===== src/rtl/tbl_pkg.sv =====
package tbl_pkg;

  // ****************************************
  // Widths
  // ****************************************
  localparam int BYTE_W = 8;
  localparam int WORD_W = 16;
  localparam int ADDR_W = 3;
  localparam int NUM_REGS = 4;

  // ****************************************
  // Register select, address bits [2:1]
  // ****************************************
  localparam logic [1:0] SEL_COUNT   = 2'h0;
  localparam logic [1:0] SEL_CMP_A   = 2'h1;
  localparam logic [1:0] SEL_CMP_B   = 2'h2;
  localparam logic [1:0] SEL_CAPTURE = 2'h3;

  // ****************************************
  // Byte select, address bit 0
  // ****************************************
  localparam int         ADDR_HI_BIT = 0;
  localparam logic       BYTE_LOWER  = 1'h0;
  localparam logic       BYTE_UPPER  = 1'h1;

  // ****************************************
  // Reset values
  // ****************************************
  localparam logic [7:0]  HOLD_RST  = 8'h00;
  localparam logic [7:0]  RDATA_RST = 8'h00;
  localparam logic [15:0] LOAD_RST  = 16'h0000;
  localparam logic [3:0]  STB_RST   = 4'h0;

endpackage


===== src/rtl/tbl_hold_if.sv =====
`timescale 1ns/1ns
interface tbl_hold_if;
  logic       load_en;
  logic [7:0] load_byte;
  logic [7:0] value;

  modport owner (input load_en, input load_byte, output value);
  modport user  (output load_en, output load_byte, input value);
endinterface


===== src/rtl/tbl_hold_reg.sv =====
`timescale 1ns/1ns
module tbl_hold_reg (
  // Clock and reset
  input wire logic     sys_clk,
  input wire logic     rst_sync_n,
  // Holding register port
  tbl_hold_if.owner    hold
);

  // ****************************************
  // Single shared upper-byte register
  // ****************************************
  always_ff @(posedge sys_clk or negedge rst_sync_n)
  begin
    if (!rst_sync_n)
      hold.value <= tbl_pkg::HOLD_RST;
    else if (hold.load_en)
      hold.value <= hold.load_byte;
  end

endmodule // tbl_hold_reg


===== src/rtl/tbl_timer16_access.sv =====
`timescale 1ns/1ns
module tbl_timer16_access (
  // Clock and reset
  input  wire logic        sys_clk,
  input  wire logic        rst_n,
  // CPU byte bus
  input  wire logic [2:0]  cpu_addr,
  input  wire logic        cpu_rd,
  input  wire logic        cpu_wr,
  input  wire logic [7:0]  cpu_wdata,
  output logic      [7:0]  cpu_rdata,
  output logic             cpu_rvalid,
  // Timer live values
  input  wire logic [15:0] timer_count_value,
  input  wire logic [15:0] compare_value_a,
  input  wire logic [15:0] compare_value_b,
  input  wire logic [15:0] capture_value,
  // Timer load strobes
  output logic      [3:0]  load_strobe,
  output logic      [15:0] load_data
);

  // ****************************************
  // Elaboration checks
  // ****************************************
  if (tbl_pkg::WORD_W != 2 * tbl_pkg::BYTE_W)
  begin : g_word_chk
    $error("word must hold exactly two bytes");
  end

  if (tbl_pkg::NUM_REGS != 4)
  begin : g_regs_chk
    $error("register select decodes four registers");
  end

  if (tbl_pkg::ADDR_W != 3)
  begin : g_addr_chk
    $error("address is select pair plus byte bit");
  end

  // ****************************************
  // Reset synchroniser
  // ****************************************
  logic rst_meta_reg;
  logic rst_sync_n;

  always_ff @(posedge sys_clk or negedge rst_n)
  begin
    if (!rst_n)
    begin
      rst_meta_reg <= 1'b0;
      rst_sync_n   <= 1'b0;
    end
    else
    begin
      rst_meta_reg <= 1'b1;
      rst_sync_n   <= rst_meta_reg;
    end
  end

  // ****************************************
  // Access decode
  // ****************************************
  tbl_hold_if hif ();

  logic [1:0]  reg_sel;
  logic        is_upper;
  logic        is_compare;
  logic        rd_take;
  logic [15:0] live_word;
  logic [7:0]  live_upper;
  logic [7:0]  rd_byte;

  assign reg_sel    = cpu_addr[2:1];
  assign is_upper   = cpu_addr[tbl_pkg::ADDR_HI_BIT];
  assign is_compare = (reg_sel == tbl_pkg::SEL_CMP_A) || (reg_sel == tbl_pkg::SEL_CMP_B);
  assign rd_take    = cpu_rd && !cpu_wr;

  always_comb
  begin
    unique case (reg_sel)
      tbl_pkg::SEL_COUNT: live_word = timer_count_value;
      tbl_pkg::SEL_CMP_A: live_word = compare_value_a;
      tbl_pkg::SEL_CMP_B: live_word = compare_value_b;
      tbl_pkg::SEL_CAPTURE: live_word = capture_value;
    endcase
  end

  assign live_upper = live_word[15:8];

  always_comb
  begin
    if (is_upper == tbl_pkg::BYTE_LOWER)
      rd_byte = live_word[7:0];
    else if (is_compare)
      rd_byte = live_upper;
    else
      rd_byte = hif.value;
  end

  // ****************************************
  // Holding register control
  // ****************************************
  assign hif.load_en   = (cpu_wr && is_upper)
                       || (rd_take && !is_upper && !is_compare);
  assign hif.load_byte = cpu_wr ? cpu_wdata : live_upper;

  tbl_hold_reg u_hold (
    .sys_clk    (sys_clk),
    .rst_sync_n (rst_sync_n),
    .hold       (hif)
  );

  // ****************************************
  // Read data path
  // ****************************************
  always_ff @(posedge sys_clk or negedge rst_sync_n)
  begin
    if (!rst_sync_n)
    begin
      cpu_rdata  <= tbl_pkg::RDATA_RST;
      cpu_rvalid <= 1'b0;
    end
    else
    begin
      cpu_rvalid <= rd_take;
      if (rd_take)
        cpu_rdata <= rd_byte;
    end
  end

  // ****************************************
  // Word load path
  // ****************************************
  always_ff @(posedge sys_clk or negedge rst_sync_n)
  begin
    if (!rst_sync_n)
    begin
      load_strobe <= tbl_pkg::STB_RST;
      load_data   <= tbl_pkg::LOAD_RST;
    end
    else
    begin
      load_strobe <= tbl_pkg::STB_RST;
      if (cpu_wr && !is_upper)
      begin
        load_strobe[reg_sel] <= 1'b1;
        load_data            <= {hif.value, cpu_wdata};
      end
    end
  end
endmodule // tbl_timer16_access


===== config.mk =====
export PLATFORM = sky130hd
export DESIGN_NAME = tbl_timer16_access
export DESIGN_NICKNAME = d
export VERILOG_FILES = /design/src/rtl/tbl_pkg.sv /design/src/rtl/tbl_hold_if.sv /design/src/rtl/tbl_hold_reg.sv /design/src/rtl/tbl_timer16_access.sv
export SDC_FILE = /design/constraint.sdc
export NUM_CORES = 1
export LEC_CHECK = 0
export BUFFER_PORTS_ARGS = -buffer_cell sky130_fd_sc_hd__buf_4
export CAP_MARGIN = 5
export CORE_ASPECT_RATIO = 0.5
export CORE_MARGIN = 4
export CORE_UTILIZATION = 41
export DETAILED_ROUTE_END_ITERATION = 7
export PLACE_DENSITY = 0.76
export SETUP_SLACK_MARGIN = 0.4
export SYNTH_ARGS = -nofsm -noshare
export SYNTH_HDL_FRONTEND = slang
export SYNTH_SLANG_ARGS = --single-unit

===== constraint.sdc =====
create_clock -name sys_clk -period 1.1 [get_ports sys_clk]
set_input_delay 0.275 -clock sys_clk [delete_from_list [all_inputs] [get_ports sys_clk]]
set_output_delay 0.275 -clock sys_clk [all_outputs]
set_load 0.02 [all_outputs]

==> impl_metrics.json <==
{
  "outcome": "finished with violations",
  "violations": "negative setup slack",
  "initial_utilization": 0.430,
  "fin_ws_ns": -0.221,
  "critPathLaunchType": "primary input",
  "synthCells": 242,
  "hold_ws_ns": 0.173,
  "io_buffers": 107,
  "antenna_found_initial": 0,
  "num_io_pins": 108,
  "drc": 0,
  "htreeDepth": 2,
  "synth_common_cells": "nand2_1, dfrtp_1, a21oi_1, a22oi_1, o21ai_0",
  "clock_skew_ns": 0.00955,
  "top_regs": "load_data (16), cpu_rdata (8), u_hold.hold.value (8)",
  "ys.flop_type": "dfrtp_1",
  "synth.net_count": 326,
  "drv_slew": 0,
  "drive_gt1_frac": 0.686,
  "timing.fmax_mhz": 757,
  "synth.most_common_cell": "nand2_1",
  "setup_viol": 41,
  "syn_to_final_growth_pct": 97.5,
  "clk_pin_slew_worst_paths_ns": 0.09,
  "powerDensity_mw_per_mm2": 1190,
  "num_rows": 18,
  "drt_wl_total_um": 10200,
  "nets": 471,
  "path_max_fanout": 6,
  "drtAntennaViolNets": 0,
  "synth_edf_count": 0,
  "rsz0062_at_grt": "true",
  "n_antenna_cell": 0,
  "drt-pass1-iter-count": 7,
  "ys_ff_latch": 39,
  "place_congestion": 0.933,
  "synth_top_area_share": 0.456,
  "total_power_w": 0.00503,
  "grt_pass1_vias": 2500,
  "netlist-cell-type-count": 26,
  "peakVddDrop_mv": 0.678,
  "required_ns": 1.32,
  "root_buffer": "clkbuf_8",
  "synth-async-reset-ratio": 1.00,
  "power_leakage_nw": 1.96,
  "dp.cells": 418,
  "worst-setup-path-type": "in2reg",
  "grt_overflow_total": 0,
  "dp_slack_ns": -0.510,
  "clkLatencyLatePin_ns": 0.31,
  "clock-sinks": 39,
  "largest_reg_flops": 16,
  "avgRoutedWirePerCell_um": 22.3,
  "ys_seq_area_frac": 0.456,
  "grt_pass1_wl_um": 12400,
  "end_kind": "flop",
  "cts_tree": "done",
  "fp.dieArea_mm2": 0.00651,
  "core_area_mm2": 0.00498,
  "worstPathArrival_ns": 1.55,
  "hpwl_um": 5470,
  "grt_max_degree": 24,
  "syn_area_mm2": 0.00214,
  "synth_area_leaders": "dfrtp_1, nand2_1, a21oi_1, a22oi_1, a221o_1",
  "drt_iter0_drc": 405,
  "period_share": 1.20,
  "hp-class": "reg2async",
  "instances_no_fill": 458,
  "hold_viol": 0,
  "numCtsBuffers": 5,
  "die_w_um": 110,
  "finalCriticalPeriod_ns": 1.32,
  "grt_use_total": 0.250,
  "maxCapViolCount": 0,
  "fillers": 235,
  "die_y_um": 59.1,
  "top_register": "load_data",
  "num_vias": 2790,
  "viasPerCell": 6.09,
  "yosysWarnings": 0,
  "syn_avg_cell_area_um2": 8.84,
  "clock_path_buffers": 2,
  "finalSetupTns_ns": -2.87,
  "synth_area_leader_cell": "dfrtp_1"
}
## cell type report
class | instances | area, µm² | area share
inverters | 4 | 37.5 | 0.00888
clock inverters | 2 | 12.5 | 0.00296
well taps | 70 | 87.6 | 0.0207
flip-flops and latches | 39 | 1010 | 0.239
clock buffers | 6 | 72.6 | 0.0172
multi-input cells | 180 | 1480 | 0.350
repair buffers | 157 | 1530 | 0.362
## cell families (layout without fill, tap and decap cells)
kind of cell	Yosys count	after routing	share of synthesized area
compound gates	89	89	0.273
simple gates	84	85	0.171
buf+inv	24	169	0.0690
fa+ha+maj	5	5	0.0292
flops	39	39	0.456
other cells	1	1	0.00175
## repair_timing
| action | 4_1_cts | 5_1_grt |
|---|---|---|
| gates resized for setup | 78 | 73 |
| buffers inserted | 17 | 10 |
| gates cloned | 3 | 1 |
| setup endpoints to repair | 65 | 68 |
| hold buffers | 1 | 0 |
| hold endpoints to repair | 2 | 0 |
| pin swaps | 13 | 27 |
## cell usage in the layout (no fill, tap or decap), types with 2 or more instances in the layout
cell	instances
nor2b_4	2
nand2_1	27
clkbuf_8	5
nor2b_1	8
buf_16	2
buf_12	7
o22ai_4	4
a21oi_1	23
ha_4	5
o21ai_1	11
dfrtp_1	15
buf_4	97
dfrtp_2	23
o22ai_1	4
a31oi_4	3
buf_8	5
buf_6	44
a22oi_1	12
a31oi_1	4
nand2b_4	2
a311oi_2	8
nand2_4	14
a221o_1	8
o21ai_0	5
and2_4	4
a22oi_2	5
nand2_2	24
## worst max-delay path: stages
cell and delay [ns]:
buf_12 0.12, inv_8 0.05, buf_4 0.11, ha_4 0.18, buf_8 0.15, nand2_2 0.07
a311oi_2 0.30, a21oi_1 0.09, o21ai_1 0.19
## final timing paths
| check | start | to | slack, ns | cells after the start |
|---|---|---|---|---|
| hold / removal | rst_sync_n$_DFF_PN0_ | load_data[2]$_DFFE_PN0P_ | 0.17 | 0 |
| min in group sys_clk | cpu_wdata[5] | load_data[5]$_DFFE_PN0P_ | 0.19 | 3 |
| setup reg to reg | u_hold.hold.value[2]$_DFFE_PN0P_ | cpu_rdata[2]$_DFFE_PN0N_ | -0.13 | 3 |
| hold reg to reg | rst_sync_n$_DFF_PN0_ | load_data[2]$_DFFE_PN0P_ | 0.17 | 0 |
| setup / recovery | cpu_addr[2] | u_hold.hold.value[5]$_DFFE_PN0P_ | -0.22 | 9 |
| max in group asynchronous | rst_sync_n$_DFF_PN0_ | load_data[9]$_DFFE_PN0P_ | 0.51 | 1 |
## where the power goes
group,internal (W),switching (W)
logic,0.00114,0.000973
clock network,0.000444,0.000573
registers,0.00167,0.000231
## stage by stage
step	cell area, µm²	util
CTS	3810	0.766
global route	4230	0.849
detailed placement	3230	0.648
global placement	3230	0.648
finish	4230	0.849
floorplan	2380	-
## layer usage
layer	vias up	wire length, µm	global-route usage
met3	63	1010	0.0501
met1	1333	3790	0.311
met2	231	4920	0.443
met5	-	0	0
li1	1163	-	-
met4	0	471	0.0825
No activity file was read; power rests on OpenSTA's default activity.
